<file path="src/hfp_pkg.sv">
// Package for the host FIFO port and register map decoder
// Assumes a 16-bit host bus addressing 16-bit halves of 32-bit words
package hfp_pkg;
	// ------------------------------------------------------------
	// Address map
	// ------------------------------------------------------------
	localparam logic [7:0] RXD_LO       = 8'h00;
	localparam logic [7:0] RXD_HI       = 8'h3c;
	localparam logic [7:0] RXS_POP      = 8'h40;
	localparam logic [7:0] RXS_NONDESTRUCTIVE_READ_PORT     = 8'h44;
	localparam logic [7:0] TXS_POP      = 8'h48;
	localparam logic [7:0] TXS_NONDESTRUCTIVE_READ_PORT     = 8'h4c;
	localparam logic [7:0] OFF_ID       = 8'h50;
	localparam logic [7:0] OFF_IRQCFG   = 8'h54;
	localparam logic [7:0] OFF_INTFLG   = 8'h58;
	localparam logic [7:0] OFF_INTMSK   = 8'h5c;
	localparam logic [7:0] OFF_RSV60    = 8'h60;
	localparam logic [7:0] OFF_ENDIAN   = 8'h64;
	localparam logic [7:0] OFF_FIFOIRQ  = 8'h68;
	localparam logic [7:0] OFF_RXCFG    = 8'h6c;
	localparam logic [7:0] OFF_TXCFG    = 8'h70;
	localparam logic [7:0] OFF_HWCFG    = 8'h74;
	localparam logic [7:0] OFF_RXPATH   = 8'h78;
	localparam logic [7:0] OFF_RXLVL    = 8'h7c;
	localparam logic [7:0] OFF_TXLVL    = 8'h80;
	localparam logic [7:0] OFF_PWR      = 8'h84;
	localparam logic [7:0] OFF_IOCFG    = 8'h88;
	localparam logic [7:0] OFF_TMRCFG   = 8'h8c;
	localparam logic [7:0] OFF_TMRCNT   = 8'h90;
	localparam logic [7:0] OFF_RSV94    = 8'h94;
	localparam logic [7:0] OFF_HWORD    = 8'h98;
	localparam logic [7:0] OFF_CYCLE    = 8'h9c;
	localparam logic [7:0] OFF_DROP     = 8'ha0;
	localparam logic [7:0] OFF_MACCMD   = 8'ha4;
	localparam logic [7:0] OFF_MACDAT   = 8'ha8;
	localparam logic [7:0] OFF_FLOW     = 8'hac;
	localparam logic [7:0] OFF_ROMCMD   = 8'hb0;
	localparam logic [7:0] OFF_ROMDAT   = 8'hb4;
	localparam logic [7:0] OFF_RSV_LO   = 8'hb8;
	// ------------------------------------------------------------
	// Identity and constants
	// ------------------------------------------------------------
	// Arbitrary neutral values
	localparam logic [15:0] CHIP_ID_VAL = 16'h0a5c;
	localparam logic [15:0] CHIP_REV_VAL = 16'h0001;
	localparam logic [31:0] ENDIAN_VAL  = 32'h87654321;
	localparam logic [31:0] RSV_VAL     = 32'h00000000;
	// ------------------------------------------------------------
	// Reset values
	// ------------------------------------------------------------
	localparam logic [31:0] RST_ZERO    = 32'h00000000;
	localparam logic [31:0] RST_FIFOIRQ = 32'h48000000;
	localparam logic [31:0] RST_HWCFG   = 32'h00050000;
	localparam logic [31:0] RST_TMR     = 32'h0000ffff;
	localparam logic [31:0] RST_TXLVL   = 32'h00001200;
	// ------------------------------------------------------------
	// Carriers
	// ------------------------------------------------------------
	typedef struct packed {
		logic        cs;
		logic        rd;
		logic        wr;
		logic [7:1]  addr;
		logic [15:0] wdata;
	} hfp_hreq_s;
	typedef struct packed {
		logic        pop;
		logic [31:0] data;
	} hfp_fifo_rd_s;
endpackage

</file>
<file path="src/hfp_reg.sv">
// Single 32-bit writable register with loadable value
// Assumes write strobe and data come from the word assembler
`timescale 1ns/1ps
module hfp_reg #(
	parameter logic [31:0] RST = 32'h00000000
) (
	// Clock and reset
	input  wire logic        sys_clk,
	input  wire logic        rstn,
	input  wire logic        sw_rst,
	// Write
	input  wire logic        we,
	input  wire logic [31:0] wd,
	// Value
	output logic      [31:0] q
);
	// ------------------------------------------------------------
	// Storage
	// ------------------------------------------------------------
	always_ff @(posedge sys_clk or negedge rstn) begin
		if (!rstn) begin
			q <= RST;
		end else if (sw_rst) begin
			q <= RST;
		end else if (we) begin
			q <= wd;
		end
	end
endmodule

</file>
<file path="src/hfp_top.sv">
// Host FIFO ports and register map decoder
// Assumes host drives strobes synchronous to sys_clk, one cycle each,
// low half of a word first, then high half
//
// Overview of operation
// RL1 - Status pop port returns head and removes
// RL2 - Status nondestructive_read_port port returns head, keeps FIFO
// RL3 - Every data port read pops data head
// RL4 - Data read port aliased at sixteen words
// RL5 - Receive FIFOs are read only to host
// RL6 - Transmit status pop returns head and removes
// RL7 - Transmit status nondestructive_read_port returns head only
// RL8 - Transmit data write only, sixteen aliases
// RL9 - Identity register: chip id, revision, read only
// RL10 - Endian probe always returns fixed pattern
// RL11 - Reserved offsets decoded, reads undefined
// RL12 - Timer config and count reset to ffff
// RL13 - MAC indirect command, data reset zero
// RL14 - Dropped frame counter readable, resets zero
// RL15 - IO pin config at 88h resets zero
// RL16 - Flow control config at ACh resets zero
// RL17 - Words move as two 16-bit halves
// RL18 - Writes to read-only locations do nothing
// RL19 - One pop per whole word, on high half
// RL20 - Defaults restored by hardware and software reset
`timescale 1ns/1ps
module hfp_top (
	// Clock and reset
	input  wire logic                  sys_clk,
	input  wire logic                  rstn,
	input  wire logic                  sw_rst,
	// Host bus
	input  wire hfp_pkg::hfp_hreq_s    host,
	output logic      [15:0]           host_rdata,
	output logic                       host_rvalid,
	// Receive status FIFO
	input  wire logic [31:0]           rxs_head,
	output logic                       rxs_pop,
	// Receive data FIFO
	input  wire logic [31:0]           rxd_head,
	output logic                       rxd_pop,
	// Transmit status FIFO
	input  wire logic [31:0]           txs_head,
	output logic                       txs_pop,
	// Transmit data FIFO
	output logic      [31:0]           txd_data,
	output logic                       txd_push,
	// Function block status
	input  wire logic [31:0]           rx_levels,
	input  wire logic [31:0]           tx_levels,
	input  wire logic [31:0]           tmr_count,
	input  wire logic [31:0]           cyc_count,
	input  wire logic [31:0]           drop_count,
	input  wire logic [31:0]           mac_rdata,
	input  wire logic                  mac_rvalid,
	// Configuration outputs and drop counter clear
	output logic      [31:0]           io_cfg,
	output logic      [31:0]           tmr_cfg,
	output logic      [31:0]           mac_cmd,
	output logic      [31:0]           mac_wdata,
	output logic      [31:0]           flow_cfg,
	output logic                       drop_clr
);
	// ------------------------------------------------------------
	// Decode helpers
	// ------------------------------------------------------------
	typedef enum logic [4:0] {
		HFP_A_NONE = 5'b00001,
		HFP_A_RXD  = 5'b00010,
		HFP_A_TXD  = 5'b00100,
		HFP_A_REG  = 5'b01000,
		HFP_A_RSV  = 5'b10000
	} hfp_area_e;

	function automatic hfp_area_e area_of(input logic [7:0] off,
		input logic wr);
		if (off <= hfp_pkg::RXD_HI) begin
			area_of = wr ? HFP_A_TXD : HFP_A_RXD; // RL4 RL8
		end else if (off >= hfp_pkg::RXS_POP && off < hfp_pkg::OFF_ID) begin
			area_of = HFP_A_REG;
		end else if (off == hfp_pkg::OFF_RSV60 ||
			off == hfp_pkg::OFF_RSV94 || off >= hfp_pkg::OFF_RSV_LO) begin
			area_of = HFP_A_RSV;
		end else begin
			area_of = HFP_A_REG;
		end
	endfunction

	logic [7:0]  byte_off;
	logic        hi_half;
	logic        rd_stb;
	logic        wr_stb;
	hfp_area_e   area;
	assign byte_off = {host.addr[7:2], 2'b00};
	assign hi_half  = host.addr[1];
	assign rd_stb   = host.cs && host.rd;
	assign wr_stb   = host.cs && host.wr;
	assign area     = area_of(byte_off, wr_stb);

	// ------------------------------------------------------------
	// Write assembly
	// ------------------------------------------------------------
	logic [15:0] wlo_r;
	logic        wword;
	logic [31:0] wfull;
	assign wword = wr_stb && hi_half;
	assign wfull = {host.wdata, wlo_r};

	always_ff @(posedge sys_clk or negedge rstn) begin
		if (!rstn) begin
			wlo_r <= 16'h0000;
		end else if (wr_stb && !hi_half) begin
			wlo_r <= host.wdata; // RL17
		end
	end

	logic we_io;
	logic we_tmr;
	logic we_cmd;
	logic we_dat;
	logic we_flow;
	assign we_io   = wword && byte_off == hfp_pkg::OFF_IOCFG;  // RL15
	assign we_tmr  = wword && byte_off == hfp_pkg::OFF_TMRCFG; // RL12
	assign we_cmd  = wword && byte_off == hfp_pkg::OFF_MACCMD; // RL13
	assign we_dat  = wword && byte_off == hfp_pkg::OFF_MACDAT; // RL13
	assign we_flow = wword && byte_off == hfp_pkg::OFF_FLOW;   // RL16

	logic [31:0] io_q;
	logic [31:0] tmr_q;
	logic [31:0] cmd_q;
	logic [31:0] dat_q;
	logic [31:0] flow_q;

	// ------------------------------------------------------------
	// Writable registers
	// ------------------------------------------------------------
	hfp_reg #(.RST(hfp_pkg::RST_ZERO)) u_io (
		.sys_clk (sys_clk), .rstn (rstn), .sw_rst (sw_rst),
		.we (we_io), .wd (wfull), .q (io_q)
	); // RL20
	hfp_reg #(.RST(hfp_pkg::RST_TMR)) u_tmr (
		.sys_clk (sys_clk), .rstn (rstn), .sw_rst (sw_rst),
		.we (we_tmr), .wd (wfull), .q (tmr_q)
	); // RL12
	hfp_reg #(.RST(hfp_pkg::RST_ZERO)) u_cmd (
		.sys_clk (sys_clk), .rstn (rstn), .sw_rst (sw_rst),
		.we (we_cmd), .wd (wfull), .q (cmd_q)
	);
	hfp_reg #(.RST(hfp_pkg::RST_ZERO)) u_flow (
		.sys_clk (sys_clk), .rstn (rstn), .sw_rst (sw_rst),
		.we (we_flow), .wd (wfull), .q (flow_q)
	);

	// Data register also loads MAC read results
	always_ff @(posedge sys_clk or negedge rstn) begin
		if (!rstn) begin
			dat_q <= hfp_pkg::RST_ZERO;
		end else if (sw_rst) begin
			dat_q <= hfp_pkg::RST_ZERO; // RL20
		end else if (we_dat) begin
			dat_q <= wfull;
		end else if (mac_rvalid) begin
			dat_q <= mac_rdata; // RL13
		end
	end

	always_ff @(posedge sys_clk or negedge rstn) begin
		if (!rstn) begin
			io_cfg    <= hfp_pkg::RST_ZERO;
			tmr_cfg   <= hfp_pkg::RST_TMR;
			mac_cmd   <= hfp_pkg::RST_ZERO;
			mac_wdata <= hfp_pkg::RST_ZERO;
			flow_cfg  <= hfp_pkg::RST_ZERO;
		end else begin
			io_cfg    <= io_q;
			tmr_cfg   <= tmr_q;
			mac_cmd   <= cmd_q;
			mac_wdata <= dat_q;
			flow_cfg  <= flow_q;
		end
	end

	// ------------------------------------------------------------
	// Transmit data push
	// ------------------------------------------------------------
	always_ff @(posedge sys_clk or negedge rstn) begin
		if (!rstn) begin
			txd_push <= 1'b0;
			txd_data <= 32'h00000000;
		end else begin
			txd_push <= wword && area == HFP_A_TXD; // RL8 RL19
			if (wword && area == HFP_A_TXD) begin
				txd_data <= wfull; // RL8
			end
		end
	end

	// ------------------------------------------------------------
	// Read mux, whole word latched on low half
	// ------------------------------------------------------------
	function automatic logic [31:0] reg_value(input logic [7:0] off);
		if (off == hfp_pkg::RXS_POP || off == hfp_pkg::RXS_NONDESTRUCTIVE_READ_PORT) begin
			reg_value = rxs_head; // RL1 RL2
		end else if (off == hfp_pkg::TXS_POP || off == hfp_pkg::TXS_NONDESTRUCTIVE_READ_PORT) begin
			reg_value = txs_head; // RL6 RL7
		end else if (off == hfp_pkg::OFF_ID) begin
			reg_value = {hfp_pkg::CHIP_ID_VAL, hfp_pkg::CHIP_REV_VAL}; // RL9
		end else if (off == hfp_pkg::OFF_ENDIAN) begin
			reg_value = hfp_pkg::ENDIAN_VAL; // RL10
		end else if (off == hfp_pkg::OFF_RXLVL) begin
			reg_value = rx_levels;
		end else if (off == hfp_pkg::OFF_TXLVL) begin
			reg_value = tx_levels;
		end else if (off == hfp_pkg::OFF_IOCFG) begin
			reg_value = io_q;
		end else if (off == hfp_pkg::OFF_TMRCFG) begin
			reg_value = tmr_q;
		end else if (off == hfp_pkg::OFF_TMRCNT) begin
			reg_value = tmr_count;
		end else if (off == hfp_pkg::OFF_CYCLE) begin
			reg_value = cyc_count;
		end else if (off == hfp_pkg::OFF_DROP) begin
			reg_value = drop_count; // RL14
		end else if (off == hfp_pkg::OFF_MACCMD) begin
			reg_value = cmd_q;
		end else if (off == hfp_pkg::OFF_MACDAT) begin
			reg_value = dat_q;
		end else if (off == hfp_pkg::OFF_FLOW) begin
			reg_value = flow_q;
		end else begin
			reg_value = hfp_pkg::RSV_VAL; // RL11
		end
	endfunction

	logic [31:0] rword;
	logic [31:0] rhold_r;
	always_comb begin
		rword = 32'h00000000;
		if (area == HFP_A_RXD) begin
			rword = rxd_head; // RL4
		end else if (area == HFP_A_RSV) begin
			rword = hfp_pkg::RSV_VAL; // RL11
		end else begin
			rword = reg_value(byte_off);
		end
	end

	always_ff @(posedge sys_clk or negedge rstn) begin
		if (!rstn) begin
			rhold_r <= 32'h00000000;
		end else if (rd_stb && !hi_half) begin
			rhold_r <= rword; // RL17
		end
	end

	always_ff @(posedge sys_clk or negedge rstn) begin
		if (!rstn) begin
			host_rdata  <= 16'h0000;
			host_rvalid <= 1'b0;
		end else begin
			host_rvalid <= rd_stb;
			if (rd_stb) begin
				host_rdata <= hi_half ? rhold_r[31:16] : rword[15:0]; // RL17
			end
		end
	end

	// ------------------------------------------------------------
	// Pops on completion of the high half read
	// ------------------------------------------------------------
	logic rd_word;
	assign rd_word = rd_stb && hi_half;
	always_ff @(posedge sys_clk or negedge rstn) begin
		if (!rstn) begin
			rxs_pop  <= 1'b0;
			rxd_pop  <= 1'b0;
			txs_pop  <= 1'b0;
			drop_clr <= 1'b0;
		end else begin
			rxs_pop  <= rd_word && byte_off == hfp_pkg::RXS_POP; // RL1 RL19
			rxd_pop  <= rd_word && area == HFP_A_RXD;            // RL3 RL19
			txs_pop  <= rd_word && byte_off == hfp_pkg::TXS_POP; // RL6 RL19
			drop_clr <= rd_word && byte_off == hfp_pkg::OFF_DROP;
		end
	end
endmodule

</file>
<file path="config.mk">
export PLATFORM = sky130hd
export DESIGN_NAME = hfp_top
export DESIGN_NICKNAME = d
export VERILOG_FILES = /design/src/hfp_pkg.sv /design/src/hfp_reg.sv /design/src/hfp_top.sv
export SDC_FILE = /design/constraint.sdc
export NUM_CORES = 1
export LEC_CHECK = 0
export BUFFER_PORTS_ARGS = -buffer_cell sky130_fd_sc_hd__buf_2
export CAP_MARGIN = 5
export CORE_AREA = 2 2 209 211
export DETAILED_ROUTE_END_ITERATION = 16
export DIE_AREA = 0 0 211 213
export PLACE_DENSITY = 0.67
export SLEW_MARGIN = 30
export SYNTH_ARGS = -nofsm -noshare
export SYNTH_HDL_FRONTEND = slang
export SYNTH_SLANG_ARGS = --single-unit
</file>
<file path="constraint.sdc">
create_clock -name sys_clk -period 3.2 [get_ports sys_clk]
set_input_delay 0.32 -clock sys_clk [delete_from_list [all_inputs] [get_ports sys_clk]]
set_output_delay 0.32 -clock sys_clk [all_outputs]
set_load 0.02 [all_outputs]
</file>
* Word-level counts from Yosys, hierarchy flattened
Index checks and enable logic that the tools add are counted.
Word-level totals: logic and storage cells 104, output and inout bits 214, register bits after elaboration 422
Operators by class: equal/unequal tests 21, muxes and demuxes 32, order comparisons 4, reduce and logical (&&, ||, !) cells 27
Operators with widths (number):
- $mux 32 | 27
- $eq 6x6->1 const B | 10
- $eq 6x5->1 const B | 8
- $logic_and 1x1->1 | 17
- $mux 16 | 1
- $mux 5 | 3
- $ge 8x7->1 const B | 1
- $ge 8x8->1 const B | 1
- $le 8x6->1 const B | 1
- $lt 8x7->1 const B | 1
- $reduce_bool 2->1 | 4
- $eq 5x2->1 const B | 1
- $eq 5x3->1 const B | 1
- $eq 5x5->1 const B | 1
- $logic_or 1x1->1 | 4
- $mux 3 | 1
- $reduce_bool 3->1 | 1
- $logic_not 1->1 | 1

* Depth between registers and ports, before layout
word-level depth 18, mapped depth 10

* Modules after synthesis
From an unflattened synthesis, not the netlist that was laid out.
Unflattened totals: cells, all modules 1563, area, all modules 18112.4 um^2
Modules (own cells, without submodules):
- hfp_top | cells an instance 1150, times used 1, sequential area each 6976.7 um^2, area an instance 12786.0 um^2
- hfp_reg at u_cmd ... | cells an instance 103, times used 3, sequential area each 800.8 um^2, area an instance 1323.8 um^2
- hfp_reg at u_tmr | cells an instance 104, times used 1, sequential area each 820.8 um^2, area an instance 1355.0 um^2

* Least setup slack after synthesis
No wires, ideal clock.
kind input to register, start point input host[18] (netlist bit), end point register rhold_r[20], data arrival time 1767 ps, setup slack 1309 ps, buffers on the path 4, stages on the path 10, setup time 124 ps, cells stage by stage buf_2 > and2_1 > buf_2 > and4_1 > buf_6 > buf_2 > a221oi_1 > o21ai_1 > o221ai_1 > nand2_1
Between the ends: longest elaborated chain between the ends 17, elaborated cells on any way between the ends 48, those cells by class order compare (4); eq/ne (20); mux (19); reduce/logical (5)
Ends and longest elaborated chain:
- start, declared | line hfp_top.sv:33 | input wire hfp_pkg::hfp_hreq_s host,
- $eq 6x6->1 | line hfp_top.sv:228 | end else if (off == hfp_pkg::OFF_FLOW) begin
- $mux 32 | line hfp_top.sv:228
- $mux 32 | line hfp_top.sv:226 | end else if (off == hfp_pkg::OFF_MACDAT) begin
- $mux 32 | line hfp_top.sv:224 | end else if (off == hfp_pkg::OFF_MACCMD) begin
- $mux 32 | line hfp_top.sv:222 | end else if (off == hfp_pkg::OFF_DROP) begin
- $mux 32 | line hfp_top.sv:220 | end else if (off == hfp_pkg::OFF_CYCLE) begin
- $mux 32 | line hfp_top.sv:218 | end else if (off == hfp_pkg::OFF_TMRCNT) begin
- $mux 32 | line hfp_top.sv:216 | end else if (off == hfp_pkg::OFF_TMRCFG) begin
- $mux 32 | line hfp_top.sv:214 | end else if (off == hfp_pkg::OFF_IOCFG) begin
- $mux 32 | line hfp_top.sv:212 | end else if (off == hfp_pkg::OFF_TXLVL) begin
- $mux 32 | line hfp_top.sv:210 | end else if (off == hfp_pkg::OFF_RXLVL) begin
- $mux 32 | line hfp_top.sv:208 | end else if (off == hfp_pkg::OFF_ENDIAN) begin
- $mux 32 | line hfp_top.sv:206 | end else if (off == hfp_pkg::OFF_ID) begin
- $mux 32 | line hfp_top.sv:204 | end else if (off == hfp_pkg::TXS_POP || off == hfp_pkg::TXS_NONDESTRUCTIVE_READ_PORT) begin
- $mux 32 | line hfp_top.sv:202 | if (off == hfp_pkg::RXS_POP || off == hfp_pkg::RXS_NONDESTRUCTIVE_READ_PORT) begin
- $mux 32 | line hfp_top.sv:241 | end else if (area == HFP_A_RSV) begin
- $mux 32 (*) | line hfp_top.sv:239 | if (area == HFP_A_RXD) begin
- end signal, assigned | line hfp_top.sv:252 | rhold_r <= rword;
- end, declared | line hfp_top.sv:236 | logic [31:0] rhold_r;
Every way passes the cells marked *; elsewhere a longest branch is shown, timed or not. A chain may end at the register's enable or synchronous reset.

* Worst setup path in the final report
start point input host[17] (netlist bit), end point register rhold_r[24]
Same word-level chain as after synthesis.

==> results.md <==
* Peak supply drop at 0.4317 mV
* RSZ-0062 raised after global routing: false
* Initial Util at 41.41%
* Die Y at 213 um
* Period utilization at 68.30%
* # DRC at 0
* Post-DP Area at 20810 um2
* Mapped Cells at 1705
* Die ar. at 44940 um2
* Clock buffer depth at 3
* Boundary Pins at 532
* Drt wl/cell at 28.39 um
* Total track usage at 34.79%
* Clock-pin slew of the registers on the worst-case setup and hold paths at 0.06 ns
* Yosys warnings at 0
* Actual slew at the worst max-slew pin at 0.8739 ns
* Flops & latches, synth at 406
* Area Overhead vs Synth at 26.95%
* Max frequency at 457.5 MHz
* Setup violators final at 0
* GPL Wtd Cong at 1.077
* CTS buffer count at 44
* Die X at 211 um
* Syn Nets at 2023
* Worst setup slack after placement at 0.2561 ns
* Run status: completed
* Final Skew at 0.01805 ns
* Synth top area share at 52.93%
* Iteration count of the initial detailed-routing pass at 9
* Top FF cell, synth: dfrtp_1
* Leakage at 0.01113 uW
* Layout cells sized above 1 at 33.68%
* Vias at 16490
* Crit. End Element: flip-flop
* Crit path time final at 2.186 ns
* Number of port buffers at 531
* Setup crit start kind: input pin
* Setup WS post-layout at 1.014 ns
* Largest net degree at the start of global routing at 92
* Pwr Density at 560.0 nW/um2
* DP HPWL at 58570 um
* Final WL at 79180 um
* Sequential share of the synthesized area at 57.69%
* Postcts setup bufs at 0
* Synth area leaders: dfrtp_1, nand2_1, dfstp_2
* Placed insts at 2691
* Setup Total Neg Slack at 0 ns
* Number of max-cap violations at 0
* Mapped Area at 17680 um2
* Row count at 76
* Initial antenna violation count at 17
* WS Path Type: in -> reg
* Slew HR at 41.53%
* Fin. Hold Viols at 0
* Max-slew violations at 0
* Vias in the first global route at 16240
* Final ANT Viol Nets at 0
* Non-filler cells, final at 2789
* Vias/cell at 5.911
* Worst EP required at 3.72 ns
* Top cell type by total area after synthesis: dfrtp_1
* Worst Hold Class: in -> reg
* EDFF count, synth at 0
* Maximum fanout along the worst path at 24
* H-tree depth at 2
* First-pass GRT wire length at 112300 um
* Root buf cell: clkbuf_16
* Synth cell types at 69
* Clk_lat worst skew at 0.59 ns
* DRT iter0 DRCs at 1698
* Total congestion overflow at 0
* Final Core Density at 52.57%
* Asr flop ratio synth at 100.0%
* CP arrival at 2.71 ns
* Syn_area_per_cell at 10.37 um2
* Post-route cell area at 22450 um2
* Nets at 2516
* Core Box Area at 42700 um2
* CTS sink count at 406
* CTS tree: yes
[critical path, stage by stage]
cell	delay [ns]
buf_2	0.21
nor2_2	0.60
and2_2	0.73
a222oi_1	0.17
a211o_1	0.33
a31oi_1	0.20
a221o_1	0.14
[cells in the final DEF (no fill, tap or decap), drive strengths merged, types with 25 or more instances in the layout]
cell type / n
a211oi: 48
a21oi: 154
a22oi: 37
buf: 576
clkbuf: 61
dfrtp: 374
dfstp: 32
mux2i: 37
mux4: 25
nand2: 474
nor2: 58
o21ai: 64
[where the power goes]
| group | internal, uW | leakage [uW] | total, uW | switching [uW] |
|---|---|---|---|---|
| combinational | 539 | 0.00496 | 1460 | 921 |
| clock | 3260 | 0.000759 | 5470 | 2210 |
| sequential | 5370 | 0.00541 | 5640 | 269 |
| total | 9170 | 0.0111 | 12600 | 3400 |
[cells in the mapped netlist (15+ instances only)]
master	instances
mux4_2	25
a22oi_1	37
a21oi_1	153
o221ai_1	15
a211oi_1	46
dfstp_2	32
nand2_1	473
buf_2	52
mux2_2	21
nor2_1	55
and3_1	24
o21ai_0	58
clkbuf_1	64
dfrtp_1	374
mux2i_1	37
nand3b_1	18
nand3_1	21
[logic make-up after synthesis]
group / share of synthesized area, %
AOI/OAI and AO/OA: 15.57
DFF: 57.69
muxes: 6.617
and+or+nand+nor: 16.13
buffers and inverters: 3.998
[final cells by class]
cell class | count | area, um2
diodes | 10 | 25.02
clock buffers | 61 | 1266
clock inverters | 20 | 267.8
fillers | 3888 | 20250
inverters | 4 | 15.01
multi-input cells | 1159 | 6804
flip-flops and latches | 406 | 10200
well taps | 546 | 683.2
repair buffers | 583 | 3184
[layer usage]
layer | part of all wire [%] | track usage, %
met1 | 40 | 46.48
met2 | 44 | 52.31
met3 | 11 | 10.08
met4 | 5.1 | 16.56
met5 | 0.067 | 0
[flip-flops by register name, summed over array words and instances, names as in the netlist]
register	flops
u_flow.q	32
mac_cmd	32
rxd_pop	1
mac_wdata	32
rhold_r	16
txd_push	1
wlo_r	16
host_rvalid	1
txd_data	32
u_tmr.q	32
rxs_pop	1
tmr_cfg	32
txs_pop	1
drop_clr	1
flow_cfg	32
io_cfg	32
u_io.q	32
host_rdata	16
u_cmd.q	32
dat_q	32
[worst paths after layout]
path	endpoint	slack (ns)	depth (start not counted)	from
worst max-delay path	rhold_r[24]	1.01	7	host[17]
worst min-delay path	rhold_r[31]	0.03	2	rxd_head[31]
worst max register to register	rhold_r[24]	1.30	6	u_flow.q[24]
worst min register to register	tmr_cfg[13]	0.38	0	u_tmr.q[13]
max in group asynchronous	tmr_cfg[0]	1.85	3	rstn
min in group asynchronous	mac_wdata[12]	0.38	2	rstn
[through the flow]
| step | hold WS (ns) | total power [uW] |
|---|---|---|
| after global placement | 0.3654 | 7145 |
| after floorplan | 0.02441 | 6290 |
| after global routing | 0.03794 | 12940 |
| after detailed placement | 0.3673 | 7157 |
| final | 0.03030 | 12570 |
| after CTS | 0.0007344 | 12620 |
[what timing repair did]
| item | in CTS | in global routing |
|---|---|---|
| endpoints found under the hold margin | 79 | 0 |
| hold buffers | 7 | 0 |
| resized for setup | 0 | 0 |
| setup endpoints to repair | 0 | 0 |
(Power assumes the default switching activity.)
